### config.mk
export PLATFORM = sky130hd
export DESIGN_NAME = battery_alarm_mode_regs
export DESIGN_NICKNAME = d
export VERILOG_FILES = /design/src/inc/battery_regs_pkg.sv /design/src/rtl/battery_alarm_mode_regs.sv
export SDC_FILE = /design/constraint.sdc
export NUM_CORES = 1
export LEC_CHECK = 0
export BUFFER_PORTS_ARGS = -buffer_cell sky130_fd_sc_hd__buf_2
export CORE_UTILIZATION = 61
export DETAILED_ROUTE_END_ITERATION = 6
export GPL_TIMING_DRIVEN = 1
export HOLD_SLACK_MARGIN = 0.03
export PLACE_DENSITY = 0.8
export SLEW_MARGIN = 20
export SYNTH_ARGS = -nofsm -noshare
export SYNTH_HDL_FRONTEND = slang
export SYNTH_SLANG_ARGS = --single-unit
### constraint.sdc
create_clock -name core_clk -period 3.1 [get_ports core_clk]
set_input_delay 0.155 -clock core_clk [delete_from_list [all_inputs] [get_ports core_clk]]
set_output_delay 0.155 -clock core_clk [all_outputs]
set_load 0.02 [all_outputs]
### src/inc/battery_regs_pkg.sv
// Constants shared by the battery alarm and mode register bank
package battery_regs_pkg;
  localparam logic [7:0]  CMD_MAKER_WORD   = 8'h00;
  localparam logic [7:0]  CMD_LOW_CAPACITY = 8'h01;
  localparam logic [7:0]  CMD_LOW_TIME     = 8'h02;
  localparam logic [7:0]  CMD_MODE_WORD    = 8'h03;

  localparam int          BIT_INT_CHARGER  = 0;
  localparam int          BIT_ROLE_SUPPORT = 1;
  localparam int          BIT_CONDITION    = 7;
  localparam int          BIT_CHARGER_EN   = 8;
  localparam int          BIT_PRIMARY      = 9;
  localparam int          BIT_NO_BROADCAST = 14;
  localparam int          BIT_UNIT_POWER   = 15;

  localparam logic [15:0] MAKER_WORD_RESET = 16'h0000;
  localparam logic [15:0] LOW_TIME_RESET   = 16'h000A;
  localparam logic [15:0] MODE_HI_RESET    = 16'h0000;
  localparam int          CAP_ALARM_PCT    = 10;

  localparam longint unsigned CLK_HZ       = 200_000_000;
  localparam longint unsigned OFF_TIME_MS  = 2_000;
  localparam longint unsigned HOLD_TIME_MS = 10_000;
  // Least times, rounded up to whole cycles
  localparam longint unsigned OFF_CYCLES_DFLT  = (OFF_TIME_MS * CLK_HZ + 999) / 1000;
  localparam longint unsigned HOLD_CYCLES_DFLT = (HOLD_TIME_MS * CLK_HZ + 999) / 1000;

  localparam logic [3:0]  LAST_DATA_BIT    = 4'h7;
  localparam logic [3:0]  ACK_BIT          = 4'h8;

  typedef enum logic [6:0] {
    SM_IDLE = 7'h01,
    SM_ADDR = 7'h02,
    SM_CMD  = 7'h04,
    SM_WLO  = 7'h08,
    SM_WHI  = 7'h10,
    SM_RLO  = 7'h20,
    SM_RHI  = 7'h40
  } bus_state_t;
endpackage : battery_regs_pkg

### src/rtl/battery_alarm_mode_regs.sv
// Battery alarm thresholds and operating mode word behind an SMBus word slave
`timescale 1ns/10ps
`default_nettype none
module battery_alarm_mode_regs
  import battery_regs_pkg::*;
#(
  parameter logic [6:0]  SLAVE_ADDR      = 7'h2A,
  parameter logic [15:0] DESIGN_CAPACITY = 16'h0FA0,
  parameter bit          HAS_CHARGER     = 1'b1,
  parameter bit          HAS_ROLE        = 1'b1,
  parameter int unsigned OFF_CYCLES      = 32'(battery_regs_pkg::OFF_CYCLES_DFLT),
  parameter int unsigned HOLD_CYCLES     = 32'(battery_regs_pkg::HOLD_CYCLES_DFLT)
) (
  input  wire logic        core_clk,
  input  wire logic        rst_n,
  input  wire logic        scl_in,
  input  wire logic        sda_in,
  output logic             sda_out,
  output logic             sda_oe,
  input  wire logic [15:0] charge_left,
  input  wire logic [15:0] mean_runtime_left,
  input  wire logic        condition_request,
  input  wire logic        condition_done,
  output logic             on_state,
  output logic             capacity_alarm,
  output logic             time_alarm,
  output logic             alert_due,
  output logic             charger_broadcast_en,
  output logic             charger_ctrl_en,
  output logic             primary_role,
  output logic             unit_power
);
  import battery_regs_pkg::*;

  localparam logic [15:0] CAP_RESET = 16'(32'(DESIGN_CAPACITY) * CAP_ALARM_PCT / 100);

  logic [1:0]  scl_sync;
  logic [1:0]  sda_sync;
  logic        scl_q;
  logic        sda_q;
  bus_state_t  state;
  logic [3:0]  bitcnt;
  logic [7:0]  shreg;
  logic [7:0]  cmd;
  logic [7:0]  lo_byte;
  logic        master_ack;
  logic        rise_seen;
  logic [15:0] maker_defined_word;
  logic [15:0] low_capacity_threshold;
  logic [15:0] low_time_threshold;
  logic [3:0]  mode_hi;
  logic        condition_flag;
  logic [31:0] off_count;
  logic [31:0] hold_count;
  logic        hold_done;

  wire scl      = scl_sync[1];
  wire sda      = sda_sync[1];
  wire scl_rise = scl & ~scl_q;
  wire scl_fall = ~scl & scl_q;
  wire start    = scl & scl_q & sda_q & ~sda;
  wire stop     = scl & scl_q & ~sda_q & sda;
  wire rx_phase = (state == SM_ADDR) | (state == SM_CMD) | (state == SM_WLO) | (state == SM_WHI);
  wire tx_phase = (state == SM_RLO) | (state == SM_RHI);
  wire addr_hit = shreg[7:1] == SLAVE_ADDR;
  wire byte_end = scl_fall & (bitcnt == LAST_DATA_BIT);
  wire wr_commit = byte_end & (state == SM_WHI);
  wire [15:0] wr_word = {shreg, lo_byte};
  wire enter_on  = ~on_state & scl;
  wire enter_off = on_state & (off_count >= OFF_CYCLES);

  // Lower byte is built live, so host writes can never reach it
  wire [15:0] operating_mode_word = {mode_hi[3], mode_hi[2], 4'h0, mode_hi[1], mode_hi[0],
                                     condition_flag, 5'h00, HAS_ROLE, HAS_CHARGER};

  function automatic logic [15:0] read_word(input logic [7:0] code);
    unique case (code)
      CMD_MAKER_WORD:   read_word = maker_defined_word;
      CMD_LOW_CAPACITY: read_word = low_capacity_threshold;
      CMD_LOW_TIME:     read_word = low_time_threshold;
      CMD_MODE_WORD:    read_word = operating_mode_word;
      default:          read_word = 16'h0000;
    endcase
  endfunction

  wire [15:0] rd_word = read_word(cmd);

  // Open drain: only ever pulls low
  assign sda_out = 1'b0;

  always_ff @(posedge core_clk or negedge rst_n) begin
    if (!rst_n) begin
      scl_sync <= 2'b00;
      sda_sync <= 2'b00;
      scl_q    <= 1'b0;
      sda_q    <= 1'b0;
    end else begin
      scl_sync <= {scl_sync[0], scl_in};
      sda_sync <= {sda_sync[0], sda_in};
      scl_q    <= scl;
      sda_q    <= sda;
    end
  end

  // Byte-level slave: data on rising SCL, drive on falling SCL
  always_ff @(posedge core_clk or negedge rst_n) begin
    if (!rst_n) begin
      state      <= SM_IDLE;
      bitcnt     <= 4'h0;
      shreg      <= 8'h00;
      cmd        <= 8'h00;
      lo_byte    <= 8'h00;
      master_ack <= 1'b0;
      sda_oe     <= 1'b0;
      rise_seen  <= 1'b0;
    end else if (start) begin
      state     <= SM_ADDR;
      bitcnt    <= 4'h0;
      sda_oe    <= 1'b0;
      // Fall that ends a start carries no bit, so it must not count
      rise_seen <= 1'b0;
    end else if (stop || !on_state) begin
      state  <= SM_IDLE;
      sda_oe <= 1'b0;
    end else if (scl_rise) begin
      rise_seen <= 1'b1;
      if (rx_phase && bitcnt < ACK_BIT) begin
        shreg <= {shreg[6:0], sda};
      end
      if (tx_phase && bitcnt == ACK_BIT) begin
        master_ack <= ~sda;
      end
    end else if (scl_fall && rise_seen && state != SM_IDLE) begin
      if (bitcnt < LAST_DATA_BIT) begin
        bitcnt <= bitcnt + 4'h1;
        if (tx_phase) begin
          sda_oe <= ~shreg[6];
          shreg  <= {shreg[6:0], 1'b0};
        end
      end else if (bitcnt == LAST_DATA_BIT) begin
        bitcnt <= ACK_BIT;
        sda_oe <= rx_phase & ((state != SM_ADDR) | addr_hit);
        if (state == SM_ADDR && !addr_hit) begin
          state <= SM_IDLE;
        end
        if (state == SM_CMD) begin
          cmd <= shreg;
        end
        if (state == SM_WLO) begin
          lo_byte <= shreg;
        end
      end else begin
        bitcnt <= 4'h0;
        sda_oe <= 1'b0;
        unique case (state)
          SM_ADDR: begin
            if (shreg[0]) begin
              state  <= SM_RLO;
              shreg  <= rd_word[7:0];
              sda_oe <= ~rd_word[7];
            end else begin
              state <= SM_CMD;
            end
          end
          SM_CMD:  state <= SM_WLO;
          SM_WLO:  state <= SM_WHI;
          SM_RLO: begin
            if (master_ack) begin
              state  <= SM_RHI;
              shreg  <= rd_word[15:8];
              sda_oe <= ~rd_word[15];
            end else begin
              state <= SM_IDLE;
            end
          end
          default: state <= SM_IDLE;
        endcase
      end
    end
  end

  // Thresholds survive on/off; only a command write changes them
  always_ff @(posedge core_clk or negedge rst_n) begin
    if (!rst_n) begin
      maker_defined_word     <= MAKER_WORD_RESET;
      low_capacity_threshold <= CAP_RESET;
      low_time_threshold     <= LOW_TIME_RESET;
    end else if (wr_commit) begin
      if (cmd == CMD_MAKER_WORD) begin
        maker_defined_word <= wr_word;
      end
      if (cmd == CMD_LOW_CAPACITY) begin
        low_capacity_threshold <= wr_word;
      end
      if (cmd == CMD_LOW_TIME) begin
        low_time_threshold <= wr_word;
      end
    end
  end

  // Unsupported options never latch, so readback shows the real state
  wire [3:0] next_mode_wr = {wr_word[BIT_UNIT_POWER], wr_word[BIT_NO_BROADCAST],
                             wr_word[BIT_PRIMARY] & HAS_ROLE,
                             wr_word[BIT_CHARGER_EN] & HAS_CHARGER};

  always_ff @(posedge core_clk or negedge rst_n) begin
    if (!rst_n) begin
      mode_hi <= MODE_HI_RESET[3:0];
    end else if (enter_on) begin
      mode_hi <= {2'b00, mode_hi[1:0]};
    end else if (enter_off) begin
      mode_hi <= {mode_hi[3:2], 2'b00};
    end else if (wr_commit && cmd == CMD_MODE_WORD) begin
      mode_hi <= next_mode_wr;
    end
  end

  // Request wins over a same-cycle completion
  always_ff @(posedge core_clk or negedge rst_n) begin
    if (!rst_n) begin
      condition_flag <= 1'b0;
    end else if (condition_request) begin
      condition_flag <= 1'b1;
    end else if (condition_done) begin
      condition_flag <= 1'b0;
    end
  end

  // Off after both lines low for the full time; on at any SCL high
  always_ff @(posedge core_clk or negedge rst_n) begin
    if (!rst_n) begin
      on_state   <= 1'b0;
      off_count  <= 32'h0000_0000;
      hold_count <= 32'h0000_0000;
    end else begin
      if (enter_on) begin
        on_state <= 1'b1;
      end else if (enter_off) begin
        on_state <= 1'b0;
      end
      off_count  <= (scl | sda | ~on_state) ? 32'h0000_0000 : off_count + 32'h1;
      if (!on_state || enter_off) begin
        hold_count <= 32'h0000_0000;
      end else if (!hold_done) begin
        hold_count <= hold_count + 32'h1;
      end
    end
  end

  assign hold_done = hold_count >= HOLD_CYCLES;

  // Measurements arrive already in the units that unit_power asks for
  always_ff @(posedge core_clk or negedge rst_n) begin
    if (!rst_n) begin
      capacity_alarm       <= 1'b0;
      time_alarm           <= 1'b0;
      alert_due            <= 1'b0;
      charger_broadcast_en <= 1'b0;
      charger_ctrl_en      <= 1'b0;
      primary_role         <= 1'b0;
      unit_power           <= 1'b0;
    end else begin
      capacity_alarm       <= charge_left < low_capacity_threshold;
      time_alarm           <= mean_runtime_left < low_time_threshold;
      alert_due            <= on_state & hold_done & (capacity_alarm | time_alarm);
      charger_broadcast_en <= on_state & hold_done & ~mode_hi[2];
      charger_ctrl_en      <= mode_hi[0] & HAS_CHARGER;
      primary_role         <= mode_hi[1] & HAS_ROLE;
      unit_power           <= mode_hi[3];
    end
  end
endmodule // battery_alarm_mode_regs
`default_nettype wire
After elaboration in Yosys (flattened, before gate mapping)
Index checks and enable logic that the tools add are counted.
{ "op_classes": {"n_addsub": 3, "n_lt_le_gt_ge": 6, "eq_ne": 27, "n_mux": 49, "bitwise_logic": 37, "reduce_logical": 34} }
{ "ops": {"columns": ["cell", "count"], "rows": [
  ["$mux 32", 3],
  ["$add 32x1->32 const B", 2],
  ["$mux 8", 8],
  ["$pmux 16 s4", 1],
  ["$mux 7", 8],
  ["$mux 4", 9],
  ["$ge 32x29->1 const B", 1],
  ["$ge 32x31->1 const B", 1],
  ["$lt 16x16->1", 2],
  ["$pmux 7 s4", 1],
  ["$eq 8x2->1 const B", 2],
  ["$mux 1", 16],
  ["$pmux 8 s2", 1],
  ["$and 1x1->1", 15],
  ["$eq 7x6->1 const B", 2],
  ["$not 1->1", 14],
  ["$reduce_and 7->1", 2],
  ["$reduce_bool 2->1", 7],
  ["$reduce_and 2->1", 6],
  ["$reduce_and 9->1", 1],
  ["$eq 8x1->1 const B", 1],
  ["$logic_not 8->1", 1],
  ["$ne 4x3->1 const B", 2],
  ["$or 1x1->1", 8],
  ["other kinds (29)", 42]
]} }
{ "word_totals": {"reg_bits": 169, "in_bits": 38, "output_inout_bits": 10, "word_cells": 185} }

Logic depth before layout (Yosys ltp)
{ "logic_depth": {"word_depth": 11, "mapped_depth": 9, "depth_no_buf": 7} }

Least setup slack after synthesis
Ideal clock, no wire load.
{ "synth_timing": {"path_type": "register to register", "start": "register state[1]", "end": "register shreg[1]", "setup_ps": 125, "arrival_ps": 2198, "required_ps": 2975, "path_slack_ps": 777, "stages_incl_launch_ff": 8, "path_buffers": 1, "period_less_slack_ps": 2323, "path_cell_list": "dfrtp_1 > buf_2 > or4_4 > nor3_2 > a21oi_1 > a211o_1 > a21oi_4 > mux2_2"} }
{ "synth_between": {"elab_chain_cells": 7, "elab_cells_between_ends": 25, "classes_between": "eq/ne: 11; mux: 5; bitwise: 4; reduce/logical: 5"} }
{ "synth_rtl": {"columns": ["element", "line_no", "rtl"], "rows": [
  ["start: declaration", "battery_alarm_mode_regs.sv:41", "bus_state_t state;"],
  ["start signal: assignment", "battery_alarm_mode_regs.sv:108", "state <= SM_IDLE;"],
  ["start signal: assignment", "battery_alarm_mode_regs.sv:117", "state <= SM_ADDR;"],
  ["start signal: assignment", "battery_alarm_mode_regs.sv:123", "state <= SM_IDLE;"],
  ["$eq 7x2->1 or $eq 7x3->1 (tied branches)", "battery_alarm_mode_regs.sv:63, battery_alarm_mode_regs.sv:155", null],
  ["$or 1x1->1 (3 in a row)", "battery_alarm_mode_regs.sv:63", "wire rx_phase = (state == SM_ADDR) | (state == SM_CMD) | (state == SM_WLO) | (state == SM_WHI);"],
  ["$logic_and 1x1->1", "battery_alarm_mode_regs.sv:127", "if (rx_phase && bitcnt < ACK_BIT) begin"],
  ["$ne 2x1->1 (no line)", null, null],
  ["$reduce_and 9->1 (no line)", null, null],
  ["end signal: assignment", "battery_alarm_mode_regs.sv:128", "shreg <= {shreg[6:0], sda};"],
  ["end signal: assignment", "battery_alarm_mode_regs.sv:138", "shreg <= {shreg[6:0], 1'b0};"],
  ["end signal: assignment", "battery_alarm_mode_regs.sv:159", "shreg <= rd_word[7:0];"],
  ["end: declaration", "battery_alarm_mode_regs.sv:43", "logic [7:0] shreg;"]
]} }
Several ways; a longest one is shown, not always the timed one. The select of a mux whose other input is x is not followed.
A chain may end at the register's enable or synchronous reset.

Final worst setup path
{ "layout_timing": {"start": "register bitcnt[0]", "end": "register low_time_threshold[9]"} }
{ "layout_between": {"elab_chain_cells": 4} }
{ "layout_rtl": {"columns": ["element", "line_no", "rtl"], "rows": [
  ["start: declaration", "battery_alarm_mode_regs.sv:42", "logic [3:0] bitcnt;"],
  ["start signal: assignment", "battery_alarm_mode_regs.sv:135", "bitcnt <= bitcnt + 4'h1;"],
  ["$eq 4x3->1", "battery_alarm_mode_regs.sv:66", "wire byte_end = scl_fall & (bitcnt == LAST_DATA_BIT);"],
  ["$and 1x1->1", "battery_alarm_mode_regs.sv:66", null],
  ["$and 1x1->1", "battery_alarm_mode_regs.sv:67", "wire wr_commit = byte_end & (state == SM_WHI);"],
  ["$reduce_and 2->1 (no line)", null, null],
  ["end signal: assignment", "battery_alarm_mode_regs.sv:196", "low_time_threshold <= wr_word;"],
  ["end: declaration", "battery_alarm_mode_regs.sv:50", "logic [15:0] low_time_threshold;"]
]} }
Every way passes these cells.

==> results.yml <==
routing:
  drc: 0
  vias: 6760
  vias_per_cell: 5.99
  drt_first_pass_iters: 5
  first_iter_violations: 680
  wl_um: 19300
  antenna_left: 0
  routedWlPerCell_um: 17.1
sta:
  fmax_mhz: 390
  rsz0062_at_grt: "no"
  relSlewSlack_pct: 31.6
  finalMaxSlewViolations: 0
  finalCriticalPeriod_ns: 2.56
  fin_crit_sh_pct: 82.6
  finalHoldViolations: 0
  fin_skew_ns: 0.00984
  final.setup.tns_ns: 0
  hold_ws_ns: 0.126
  setup_viol: 0
  tightest_slew_ns: 1.02
yosys:
  synth_area_per_cell_um2: 9.89
  yosysTopAreaCell: "dfrtp_1"
  ys_seq_area_share_pct: 48.2
  synth_fp_nets: 962
  synth-main-ff-cell: "dfrtp_1"
  synthArstFlopShare_pct: 100
  synth_edf_count: 0
  synth_cell_types: 63
  yosys_warnings: 0
  yosys-top-cells-area: "dfrtp_1, ha_1, mux2_2"
  ys_ff_latch: 169
  yosys.area.top_type_share_pct: 46.4
  syn_area_um2: 8780
  synthCells: 888
cells_and_area:
  mostFrequentLayoutCell: "dfrtp_1"
  seq_area_um2: 4240
  finish.instance_area_um2: 9880
  nets: 1011
  n_antenna_cell: 0
  post-route-util_pct: 70.6
  layout_common_cells: "dfrtp_1, nor2_1, nand2_1, inv_1, o21ai_0"
  drive_gt1_share_pct: 16.1
  multiInputGateArea_um2: 4200
  fill_cells: 1048
  synthToLayoutAreaGrowth_pct: 12.5
clock_tree:
  cts_tree: "built"
  cts.path.max_buffers: 2
  cts_made_buffers: 17
  clkTransAtPathRegs_ns: 0.06
  cts_setup_buffers: 0
  htree_levels: 4
  worstSkewPairLatency_ns: 0.43
  clkSinkCount: 169
  cts_root_buffer: "clkbuf_16"
worst_setup_path:
  critPathSlowestCell: "nor3b_2"
  critPathMaxFanout: 22
  critPathMaxStageDelay_ns: 0.60
  crit_path_start_kind: "register"
  path_class: "reg -> reg"
  cp_data_arrival_time_ns: 2.90
  critPathRequiredTime_ns: 3.44
  rr_worst_depth: 8
  endpoint_kind: "register"
  crit_chain: "ha_1 -> nand3b_1 -> nor2_1 -> nand4_1 -> nor3b_2 -> buf_4 -> nand2_1 -> o21ai_0"
die:
  initial_utilization_pct: 62.8
  die_y_um: 122
  die_x_um: 122
  die-area_um2: 14900
  rows: 43
  core-area_um2: 14000
  io_pins: 48
power_and_ir_drop:
  p_per_area_nw_per_um2: 490
  ir_drop_mv: 0.440
  p_leak_uw: 0.00438
  power_uw: 4840
placement:
  hpwl_um: 13400
  place.gp.congestion: 0.913
  dpl_cell_area_um2: 9230
  numPortBuffers: 46
global_route:
  grt_usage_pct: 28.3
  grt_pass1_vias: 6559
  grt_max_degree: 87
  antenna_found_initial: 0
  grt-ovfl-total: 0
  grt_pass1_wl_um: 32500
hold_path:
  hold_class: "in -> reg"
  holdPathStages: 4
job:
  maxCapViolations: 0
run_status:
  status: "completed"
final timing paths:
check	startpoint	endpoint	slack [ns]
hold reg to reg	sda_sync[0]	sda_sync[1]	0.35
setup / recovery	bitcnt[0]	low_time_threshold[9]	0.54
setup reg to reg	bitcnt[0]	low_time_threshold[9]	0.54
hold / removal	mean_runtime_left[15]	time_alarm	0.13
max in group asynchronous	rst_n	low_capacity_threshold[7]	1.81
min in group asynchronous	rst_n	off_count[23]	0.34
Yosys cell counts, types with 4 or more instances:
cell type / n
nand2_1: 79
nand3_1: 33
clkbuf_1: 28
a22o_1: 6
a211oi_1: 4
or3_1: 6
nor2b_1: 6
nor2_1: 108
a2111oi_0: 4
mux2_2: 39
nand4_1: 22
dfrtp_1: 163
dfstp_2: 6
and4_1: 4
inv_1: 53
mux4_2: 4
a21o_1: 12
xnor2_1: 23
nand2b_1: 6
buf_2: 8
o22ai_1: 6
and2_1: 5
nor3_1: 14
a21oi_1: 28
mux2i_1: 16
ha_1: 36
nor4_1: 6
xor2_1: 38
nand4b_1: 4
and3_1: 15
o21ai_0: 53
kinds of logic (layout without fill, tap and decap cells):
kind of cell / Yosys count / count (layout) / share of synthesized area [%]
AND/OR/NAND/NOR: 325 / 325 / 18.0
flip-flops: 169 / 169 / 48.2
AO/OA/AOI/OAI: 146 / 146 / 10.6
buffers and inverters: 91 / 152 / 4.05
XOR/XNOR: 61 / 61 / 6.08
multiplexers: 59 / 59 / 7.85
adder cells (fa/ha/maj): 36 / 36 / 5.13
other: 1 / 1 / 0.0427
per-stage QoR:
stage | cells | setup WS, ns
floorplan | 888 | 0.777
global placement | 1093 | 0.674
detailed placement | 1093 | 0.633
CTS | 1129 | 0.567
global route | 1129 | 0.270
finish | 1129 | 0.539
critical path, delay by kind of cell, from the launching register on:
family	cells	cell delay (ns)
flip-flops	1	0.40
adder cells (fa/ha/maj)	1	0.24
AND/OR/NAND/NOR	5	1.37
AO/OA/AOI/OAI	1	0.10
buffers and inverters	1	0.36
routing by layer:
metal  vias to the layer above  part of all wire [%]  global-route usage, %
met5                         -                     0                      0
met4                         0                   1.9                   9.49
met3                        36                   4.9                   5.66
met2                       201                    49                   45.3
met1                      3341                    44                   38.5
li1                       3182                     -                      -
timing repair:
action                                 CTS  global route
endpoints found under the hold margin   83             0
gates resized for setup                  0             0
hold buffers                             5             0
final cells by class:
cell class / instances / area share, %
clock buffers: 23 / 4.84
clock inverters: 8 / 1.20
inverters: 53 / 2.01
multi-input cells: 628 / 42.5
flip-flops and latches: 169 / 42.9
well taps: 180 / 2.28
repair buffers: 68 / 4.32
flip-flops by register name, summed over array words and instances, names as in the netlist, 7 cells and up:
| register | count |
|---|---|
| state | 7 |
| lo_byte | 8 |
| cmd | 8 |
| low_time_threshold | 16 |
| maker_defined_word | 16 |
| off_count | 32 |
| low_capacity_threshold | 16 |
| shreg | 8 |
| hold_count | 32 |
power breakdown:
group / internal, µW / switching (µW) / total (µW)
logic: 139 / 207 / 346
registers: 2260 / 69.8 / 2330
clock network: 1320 / 836 / 2160
No activity file was read; power rests on OpenSTA's default activity.
